$ cat config.mk
export PLATFORM = sky130hd
export DESIGN_NAME = cellbus_regs
export DESIGN_NICKNAME = d
export VERILOG_FILES = /design/src/hdl/cellbus_regs_pkg.sv /design/src/hdl/cellbus_regs.sv
export SDC_FILE = /design/constraint.sdc
export NUM_CORES = 1
export LEC_CHECK = 0
export ABC_AREA = 1
export BUFFER_PORTS_ARGS = -buffer_cell sky130_fd_sc_hd__clkbuf_2
export CORE_ASPECT_RATIO = 1.25
export CORE_MARGIN = 2
export CORE_UTILIZATION = 47
export DETAILED_ROUTE_END_ITERATION = 16
export PLACE_DENSITY = 0.78
export SLEW_MARGIN = 20
export SYNTH_ARGS = -nofsm -noshare
export SYNTH_HDL_FRONTEND = slang
export SYNTH_SLANG_ARGS = --single-unit
$ cat constraint.sdc
create_clock -name i_clk -period 1.4 [get_ports i_clk]
set_input_delay 0.07 -clock i_clk [delete_from_list [all_inputs] [get_ports i_clk]]
set_output_delay 0.07 -clock i_clk [all_outputs]
set_load 0.01 [all_outputs]
$ cat src/hdl/cellbus_regs_pkg.sv
// package: offsets, field positions, reset values and carriers for the cell-bus register bank
package cellbus_regs_pkg;
   localparam logic [7:0] CFG_OFFSET      = 8'h6a;  // configuration register
   localparam logic [7:0] IRQ_OFFSET      = 8'h6b;  // receive interrupt enable/status
   // configuration field positions
   localparam int CFG_HANDSHAKE_BIT       = 5;
   localparam int CFG_MULTI_BIT           = 4;
   localparam int CFG_SHORT_BIT           = 3;
   localparam int CFG_DEPTH_HI            = 2;
   localparam int CFG_DEPTH_LO            = 1;
   localparam int CFG_WIDE_BIT            = 0;
   localparam logic [7:0] CFG_RESET       = 8'h10;  // multi-device set by default
   localparam logic [7:0] CFG_WR_MASK     = 8'h3f;
   // interrupt register field positions
   localparam int IRQ_FIFO_RST_BIT        = 6;
   localparam int IRQ_OVR_EN_BIT          = 5;
   localparam int IRQ_UND_EN_BIT          = 4;
   localparam int IRQ_RUNT_EN_BIT         = 3;
   localparam int IRQ_OVR_STS_BIT         = 2;
   localparam int IRQ_UND_STS_BIT         = 1;
   localparam int IRQ_RUNT_STS_BIT        = 0;
   localparam logic [7:0] IRQ_RESET       = 8'h00;
   // cell lengths in bytes
   localparam logic [5:0] CELL_LEN_NARROW = 6'd53;
   localparam logic [5:0] CELL_LEN_WIDE   = 6'd54;
   localparam logic [5:0] CELL_LEN_SHORT  = 6'd52;
   // transmit fifo operating depths in cells
   localparam logic [4:0] DEPTH_CODE0     = 5'd16;
   localparam logic [4:0] DEPTH_CODE1     = 5'd12;
   localparam logic [4:0] DEPTH_CODE2     = 5'd8;
   localparam logic [4:0] DEPTH_CODE3     = 5'd4;

   // receive fifo events from the datapath
   typedef struct packed {
      logic overrun;
      logic underrun;
      logic runt;
   } rx_events_t;

   // decoded settings driven to the cell-bus datapath
   typedef struct packed {
      logic       cell_level;   // 1: cell-level handshake
      logic       multi_device; // 1: multi-device operation
      logic       wide_bus;     // 1: 16-bit data path
      logic [5:0] cell_bytes;   // bytes moved per cell
      logic [4:0] tx_depth;     // transmit fifo operating depth
   } cellbus_cfg_t;
endpackage

$ cat src/hdl/cellbus_regs.sv
// register bank for the cell-bus configuration and receive interrupt status
`timescale 1ns/100ps
module cellbus_regs (
   input  wire logic                           i_clk,         // device clock
   input  wire logic                           i_srst,        // synchronous reset, high
   input  wire logic                           i_atm_mode,    // 1: atm uni, 0: clear-channel
   input  wire logic [7:0]                     i_addr,        // register address
   input  wire logic                           i_wr,          // write strobe, one cycle
   input  wire logic                           i_rd,          // read strobe, one cycle
   input  wire logic [7:0]                     i_wdata,       // write data
   input  wire cellbus_regs_pkg::rx_events_t   i_rx_events,   // one-cycle event pulses
   input  wire logic                           i_rx_full,     // rx fifo full from datapath
   input  wire logic                           i_rx_empty,    // rx fifo empty from datapath
   output logic [7:0]                          o_rdata,       // read data, valid a cycle after i_rd
   output cellbus_regs_pkg::cellbus_cfg_t      o_cfg,         // decoded settings
   output logic                                o_rx_fifo_clr, // one-cycle rx fifo clear
   output logic                                o_irq,         // interrupt request, level
   output logic                                o_ovr_risk,    // full: next non-read may overrun
   output logic                                o_und_risk     // empty: next read may underrun
);
   // register state
   logic [7:0]                     cfg_q, cfg_d;         // configuration register
   logic [7:0]                     irq_q, irq_d;         // enables, reset bit and flags
   logic [7:0]                     rdata_q, rdata_d;     // read data holding
   logic                           clr_q, clr_d;         // fifo clear pulse
   logic                           irq_out_q, irq_out_d; // interrupt request
   logic                           ovr_q, ovr_d;         // overrun risk
   logic                           und_q, und_d;         // underrun risk
   cellbus_regs_pkg::cellbus_cfg_t cfg_out_q, cfg_out_d; // decoded settings
   logic                           wr_cfg, wr_irq, rd_irq; // decoded strobes

   // address decode
   // only full-address matches count; a write to any other address is ignored, a read returns zero
   always_comb begin
      wr_cfg = i_wr && (i_addr == cellbus_regs_pkg::CFG_OFFSET);
      wr_irq = i_wr && (i_addr == cellbus_regs_pkg::IRQ_OFFSET);
      rd_irq = i_rd && (i_addr == cellbus_regs_pkg::IRQ_OFFSET);
   end

   // configuration register: next value
   // writes land in either mode, so software can prepare the cell bus before atm mode starts
   // unused bits are masked on the way in, so the read path needs no gating
   always_comb begin
      cfg_d = cfg_q; // hold by default
      // configuration write; bits 7-6 unused stay zero
      if (wr_cfg) begin
         cfg_d = i_wdata & cellbus_regs_pkg::CFG_WR_MASK;
      end
   end

   // configuration register: storage only
   always_ff @(posedge i_clk) begin
      if (i_srst) begin
         cfg_q <= cellbus_regs_pkg::CFG_RESET;
      end else begin
         cfg_q <= cfg_d;
      end
   end

   // read data: next value
   // the image is taken before the clear-on-read, so a flag is seen once before it drops
   always_comb begin
      rdata_d = rdata_q; // held until the next read
      if (i_rd) begin
         if (i_addr == cellbus_regs_pkg::CFG_OFFSET) begin
            rdata_d = cfg_q;
         end else if (rd_irq) begin
            rdata_d = irq_q;
         end else begin
            rdata_d = 8'h00; // unmapped reads as zero
         end
      end
   end

   // read data: storage only
   // zero after reset, the same as an unmapped read
   always_ff @(posedge i_clk) begin
      if (i_srst) begin
         rdata_q <= 8'h00;
      end else begin
         rdata_q <= rdata_d;
      end
   end

   // interrupt register, fifo clear pulse and interrupt request: next values
   // one process for all three, since the request is formed from the next register image
   always_comb begin
      irq_d = irq_q; // hold by default
      clr_d = 1'b0;  // clear is a one-cycle pulse
      // enables and reset bit; underrun enable stays zero
      if (wr_irq) begin
         irq_d[cellbus_regs_pkg::IRQ_FIFO_RST_BIT] = i_wdata[cellbus_regs_pkg::IRQ_FIFO_RST_BIT];
         irq_d[cellbus_regs_pkg::IRQ_OVR_EN_BIT]   = i_wdata[cellbus_regs_pkg::IRQ_OVR_EN_BIT];
         irq_d[cellbus_regs_pkg::IRQ_RUNT_EN_BIT]  = i_wdata[cellbus_regs_pkg::IRQ_RUNT_EN_BIT];
         // a 0-to-1 write on the reset bit clears the fifo, only in atm mode
         clr_d = i_atm_mode && i_wdata[cellbus_regs_pkg::IRQ_FIFO_RST_BIT]
                 && !irq_q[cellbus_regs_pkg::IRQ_FIFO_RST_BIT];
      end
      irq_d[cellbus_regs_pkg::IRQ_UND_EN_BIT] = 1'b0;
      irq_d[7] = 1'b0;
      // a read of this register clears its status flags
      // the read image was already taken in the read data process
      if (rd_irq) begin
         irq_d[cellbus_regs_pkg::IRQ_OVR_STS_BIT]  = 1'b0;
         irq_d[cellbus_regs_pkg::IRQ_UND_STS_BIT]  = 1'b0;
         irq_d[cellbus_regs_pkg::IRQ_RUNT_STS_BIT] = 1'b0;
      end
      // events set after the clear so a same-cycle event wins; ignored outside atm mode
      // a flag lost to a colliding read would hide a real fault, hence the set priority
      if (i_atm_mode) begin
         if (i_rx_events.overrun) begin
            irq_d[cellbus_regs_pkg::IRQ_OVR_STS_BIT] = 1'b1;
         end
         if (i_rx_events.underrun) begin
            irq_d[cellbus_regs_pkg::IRQ_UND_STS_BIT] = 1'b1;
         end
         if (i_rx_events.runt) begin
            irq_d[cellbus_regs_pkg::IRQ_RUNT_STS_BIT] = 1'b1;
         end
      end
      // interrupt: flag and enable, from the next register image
      irq_out_d = i_atm_mode &&
         ((irq_d[cellbus_regs_pkg::IRQ_OVR_STS_BIT]  && irq_d[cellbus_regs_pkg::IRQ_OVR_EN_BIT])  ||
          (irq_d[cellbus_regs_pkg::IRQ_UND_STS_BIT]  && irq_d[cellbus_regs_pkg::IRQ_UND_EN_BIT])  ||
          (irq_d[cellbus_regs_pkg::IRQ_RUNT_STS_BIT] && irq_d[cellbus_regs_pkg::IRQ_RUNT_EN_BIT]));
   end

   // interrupt group: storage only
   // the fifo reset bit is stored so a later write can see the 0-to-1 edge
   always_ff @(posedge i_clk) begin
      if (i_srst) begin
         irq_q     <= cellbus_regs_pkg::IRQ_RESET;
         clr_q     <= 1'b0;
         irq_out_q <= 1'b0;
      end else begin
         irq_q     <= irq_d;
         clr_q     <= clr_d;
         irq_out_q <= irq_out_d;
      end
   end

   // fifo risk warnings: next values
   // the levels are copied one cycle late, so a warning may trail the fifo by a cycle
   always_comb begin
      ovr_d = i_atm_mode && i_rx_full;
      und_d = i_atm_mode && i_rx_empty;
   end

   // fifo risk warnings: storage only
   // cleared by reset like every other output
   always_ff @(posedge i_clk) begin
      if (i_srst) begin
         ovr_q <= 1'b0;
         und_q <= 1'b0;
      end else begin
         ovr_q <= ovr_d;
         und_q <= und_d;
      end
   end

   // decoded settings: next values
   // decoded from the next configuration image, so a write shows after one cycle
   // limitation: a change of mode also reaches o_cfg only one cycle later
   always_comb begin
      // decode settings; clear-channel leaves defaults inactive
      cfg_out_d.multi_device = i_atm_mode && cfg_d[cellbus_regs_pkg::CFG_MULTI_BIT];
      cfg_out_d.cell_level   = i_atm_mode && !cfg_d[cellbus_regs_pkg::CFG_MULTI_BIT]
                               && cfg_d[cellbus_regs_pkg::CFG_HANDSHAKE_BIT];
      cfg_out_d.wide_bus     = i_atm_mode && cfg_d[cellbus_regs_pkg::CFG_WIDE_BIT];
      if (i_atm_mode && cfg_d[cellbus_regs_pkg::CFG_SHORT_BIT]) begin
         cfg_out_d.cell_bytes = cellbus_regs_pkg::CELL_LEN_SHORT;
      end else if (cfg_out_d.wide_bus) begin
         cfg_out_d.cell_bytes = cellbus_regs_pkg::CELL_LEN_WIDE;
      end else begin
         cfg_out_d.cell_bytes = cellbus_regs_pkg::CELL_LEN_NARROW;
      end
      // depth code; outside atm mode the full depth stands
      case (i_atm_mode ? cfg_d[cellbus_regs_pkg::CFG_DEPTH_HI:cellbus_regs_pkg::CFG_DEPTH_LO] : 2'b00)
         2'b00:   cfg_out_d.tx_depth = cellbus_regs_pkg::DEPTH_CODE0;
         2'b01:   cfg_out_d.tx_depth = cellbus_regs_pkg::DEPTH_CODE1;
         2'b10:   cfg_out_d.tx_depth = cellbus_regs_pkg::DEPTH_CODE2;
         2'b11:   cfg_out_d.tx_depth = cellbus_regs_pkg::DEPTH_CODE3;
         default: cfg_out_d.tx_depth = cellbus_regs_pkg::DEPTH_CODE0;
      endcase
   end

   // decoded settings: storage only
   // reset leaves every field zero; the first edge after release loads the decode
   // the datapath must not act on o_cfg while reset is high
   always_ff @(posedge i_clk) begin
      if (i_srst) begin
         cfg_out_q <= '0;
      end else begin
         cfg_out_q <= cfg_out_d;
      end
   end

   // outputs straight from flip-flops
   always_comb begin
      o_rdata       = rdata_q;
      o_cfg         = cfg_out_q;
      o_rx_fifo_clr = clr_q;
      o_irq         = irq_out_q;
      o_ovr_risk    = ovr_q;
      o_und_risk    = und_q;
   end
endmodule // cellbus_regs

==> results.toml <==
[yosys]
post-synth-top-area-cell = "dfxtp_1"
seq_area_frac_synth = 0.4895
syn_inst = 168
ys_types = 27
yosysWarnings = 0
synth.top_cell.area_share = 0.4895
ys_async_sr_fraction = 0
syn_area_sq_um = 1309
synth_ff_type = "dfxtp_1"
synth_seq_cells = 32
avgSynthCellArea_sq_um = 7.790
ys_top_cells_by_area = "dfxtp_1 49%, nand2_1 11%, inv_1 6.0%"
synth_edf_count = 0

[sta]
max_freq_ghz = 0.8184
tns_ns = 0
fin_skew_ns = 0.003552
finalCriticalPeriod_ns = 1.222
slew_violations = 0
period_share = 0.8728
hold_viol = 0
setup_ws_ns = 0.1781
finalSetupViolCount = 0
rsz0062_at_grt = "false"

[finish]
stdcell_count = 261
fin_util = 0.6450
final_area_sq_um = 1712
nNetsFinal = 254
num_antenna_cells = 0
n_fill_cell = 244
drive_gt1_frac = 0.3128
area_growth_pct = 30.78

[placement]
place_congestion = 0.8224
dp_cells = 246
dp_slack_ns = 0.02468
dpl_cell_area_sq_um = 1567
dp_hpwl_mm = 2.021
io_buffers = 46

[pwr]
switching_share = 0.2291
p_per_area_nw_per_um2 = 969.7
seq_power_share = 0.562
switchingPower_w = 0.0003803
clkPwrFrac = 0.345
vdd_ir_drop_max_uv = 740.3
comb_power_share = 0.092
internal_power_w = 0.001280
p_leak_nw = 0.8599

[clock_network]
ctsHtreeMaxLevel = 2
hold_buffers = 8
cts_made_buffers = 5
clk_pin_slew_ns = 0.09
cts_setup_buffers = 0
clk_latency_ns = 0.33
cts_root_buf = "clkbuf_4"
cts_tree = "built"
clk_path_buf_depth = 2
cts_sinks = 32
cts_resized = 0

[outcome]
run_status = "completed"

[flow_run]
drv_cap = 0

[critical_path]
rr_worst_depth = 7
crit_required_ns = 1.63
r2r_slack_ns = 0.18
worstPathArrival_ns = 1.45
critPathMaxFanout = 2
endpoint_kind = "flip-flop"
r2r_start = "cfg_q[2]$_SDFF_PP0_"
r2r-end = "o_cfg[3]$_SDFF_PP0_"
startpoint_type = "flip-flop"
crit_type = "reg -> reg"

[grt]
grt_max_degree = 20
grt.total_usage = 0.2009
antenna_found_initial = 0
grt_pass1_vias = 1136
grt-ovfl-total = 0
grt_pass1_wl_mm = 4.754

[route]
dr_total_vias = 1188
postRouteAntennaNets = 0
drc = 0
dr.first_iter.drc_count = 34
routedWlPerCell_microns = 10.25
via_per_inst = 4.552
finalWirelength_mm = 2.674
dr.pass1.iters = 4

[die]
ios = 52
dieArea_sq_um = 3226
fp.coreArea_sq_um = 2654
die_h_microns = 63
start_util = 0.4932
die_w_microns = 51.20
rows = 21

[worst_hold_path]
hold_depth = 3
holdPathEnd = "cfg_q[2]$_SDFF_PP0_"
min-delay-start = "i_wdata[2]"
hp-class = "in -> reg"
-- how the worst max path moves through the flow --
stage | slack [ns] | end | depth (start not counted) | startpoint
after floorplan | 0.12 | o_cfg[3]$_SDFF_PP0_ | 10 | i_addr[7]
after global placement | 0.06 | o_cfg[3]$_SDFF_PP0_ | 11 | i_addr[2]
after detailed placement | 0.02 | o_cfg[3]$_SDFF_PP0_ | 11 | i_addr[2]
after CTS | 0.18 | o_cfg[3]$_SDFF_PP0_ | 7 | cfg_q[2]$_SDFF_PP0_
after global routing | 0.12 | o_cfg[3]$_SDFF_PP0_ | 7 | cfg_q[1]$_SDFF_PP0_
final | 0.18 | o_cfg[3]$_SDFF_PP0_ | 7 | cfg_q[2]$_SDFF_PP0_
-- layer usage --
metal	wire length [microns]	global-route usage	up-vias	share of wire
met3	130	0.07416	5	0.049
met4	55	0.09122	0	0.021
met2	1376	0.3425	22	0.51
li1	-	-	628	-
met1	1112	0.2145	533	0.42
met5	0	0	-	0
-- power groups by stage --
stage / combinational [W] / clock (W) / sequential, W
after floorplan: 0.0000781 / 0 / 0.000959
after global placement: 0.000135 / 0 / 0.000954
after detailed placement: 0.000136 / 0 / 0.000954
after CTS: 0.000154 / 0.000596 / 0.000933
after global routing: 0.000172 / 0.000644 / 0.000936
final: 0.000154 / 0.000573 / 0.000933
-- cells by family (layout without fill, tap and decap cells) --
logic type / after synthesis / after routing / synth area share
fa+ha+maj: 1 / 1 / 0.009559
flops: 32 / 32 / 0.4895
other cells: 1 / 4 / 0.002865
buf+inv: 33 / 89 / 0.1157
compound gates: 22 / 22 / 0.09751
simple gates: 79 / 79 / 0.2849
-- registers in the layout, summed over array words and instances (netlist names) --
register and cells:
o_ovr_risk 1, o_cfg 9, irq_q 6, cfg_q 6, o_rdata 7, o_rx_fifo_clr 1, o_und_risk 1, o_irq 1
-- per-stage QoR --
stage / power [W] / hold WS, ns
floorplan: 0.001037 / 0.1876
global placement: 0.001090 / 0.2837
detailed placement: 0.001090 / 0.2843
CTS: 0.001683 / 0.01144
global route: 0.001752 / 0.03115
finish: 0.001660 / 0.02494
-- synth_stat cells, types with 2 or more instances --
cell type	number
nand2_1	40
dfxtp_1	32
inv_1	21
nor2_1	16
a21oi_1	9
nand3_1	9
buf_4	6
a31oi_1	4
nand2_2	4
o21ai_0	4
buf_2	3
nand4_1	2
nor2_2	2
o21ai_2	2
or2_1	2
-- cell type report --
cell class / count / area, sq um / area share
clock buffers: 7 / 65.06 / 0.03801
inverters: 23 / 87.58 / 0.05117
multi-input cells: 106 / 528.0 / 0.3085
flip-flops and latches: 32 / 640.6 / 0.3743
well taps: 34 / 42.54 / 0.02485
repair buffers: 59 / 347.8 / 0.2032
-- critical path, cell delays in order, from the launching register on --
cell	delay, ns
dfxtp_1	0.36
inv_1	0.05
nand2_1	0.05
o21ai_0	0.09
or2_1	0.22
ha_1	0.27
inv_1	0.05
nor2_1	0.03
-- cells in the final DEF, fill, tap and decap left out --
| master | netlist | final |
|---|---|---|
| a22oi_1 | 1 | 1 |
| nor2_4 | 1 | 1 |
| conb_1 | 1 | 4 |
| clkbuf_2 | 0 | 46 |
| nor2_1 | 16 | 16 |
| o21ai_1 | 1 | 1 |
| inv_2 | 1 | 1 |
| o21ai_2 | 2 | 2 |
| clkinv_2 | 1 | 1 |
| nand2_2 | 4 | 4 |
| nand3_4 | 1 | 1 |
| nand3_1 | 9 | 9 |
| dfxtp_1 | 32 | 32 |
| o211ai_1 | 1 | 1 |
| inv_1 | 21 | 21 |
| a21oi_1 | 9 | 9 |
| buf_4 | 6 | 5 |
| a31oi_1 | 4 | 4 |
| clkbuf_8 | 0 | 2 |
| dlygate4sd3_1 | 0 | 8 |
| o21ai_0 | 4 | 4 |
| nand4_1 | 2 | 2 |
| ha_1 | 1 | 1 |
| and2_1 | 1 | 1 |
| clkbuf_4 | 0 | 5 |
| nand2_1 | 40 | 40 |
| nor2_8 | 1 | 1 |
| or2_1 | 2 | 2 |
| nor2_2 | 2 | 2 |
No activity file was read; power rests on OpenSTA's default activity.
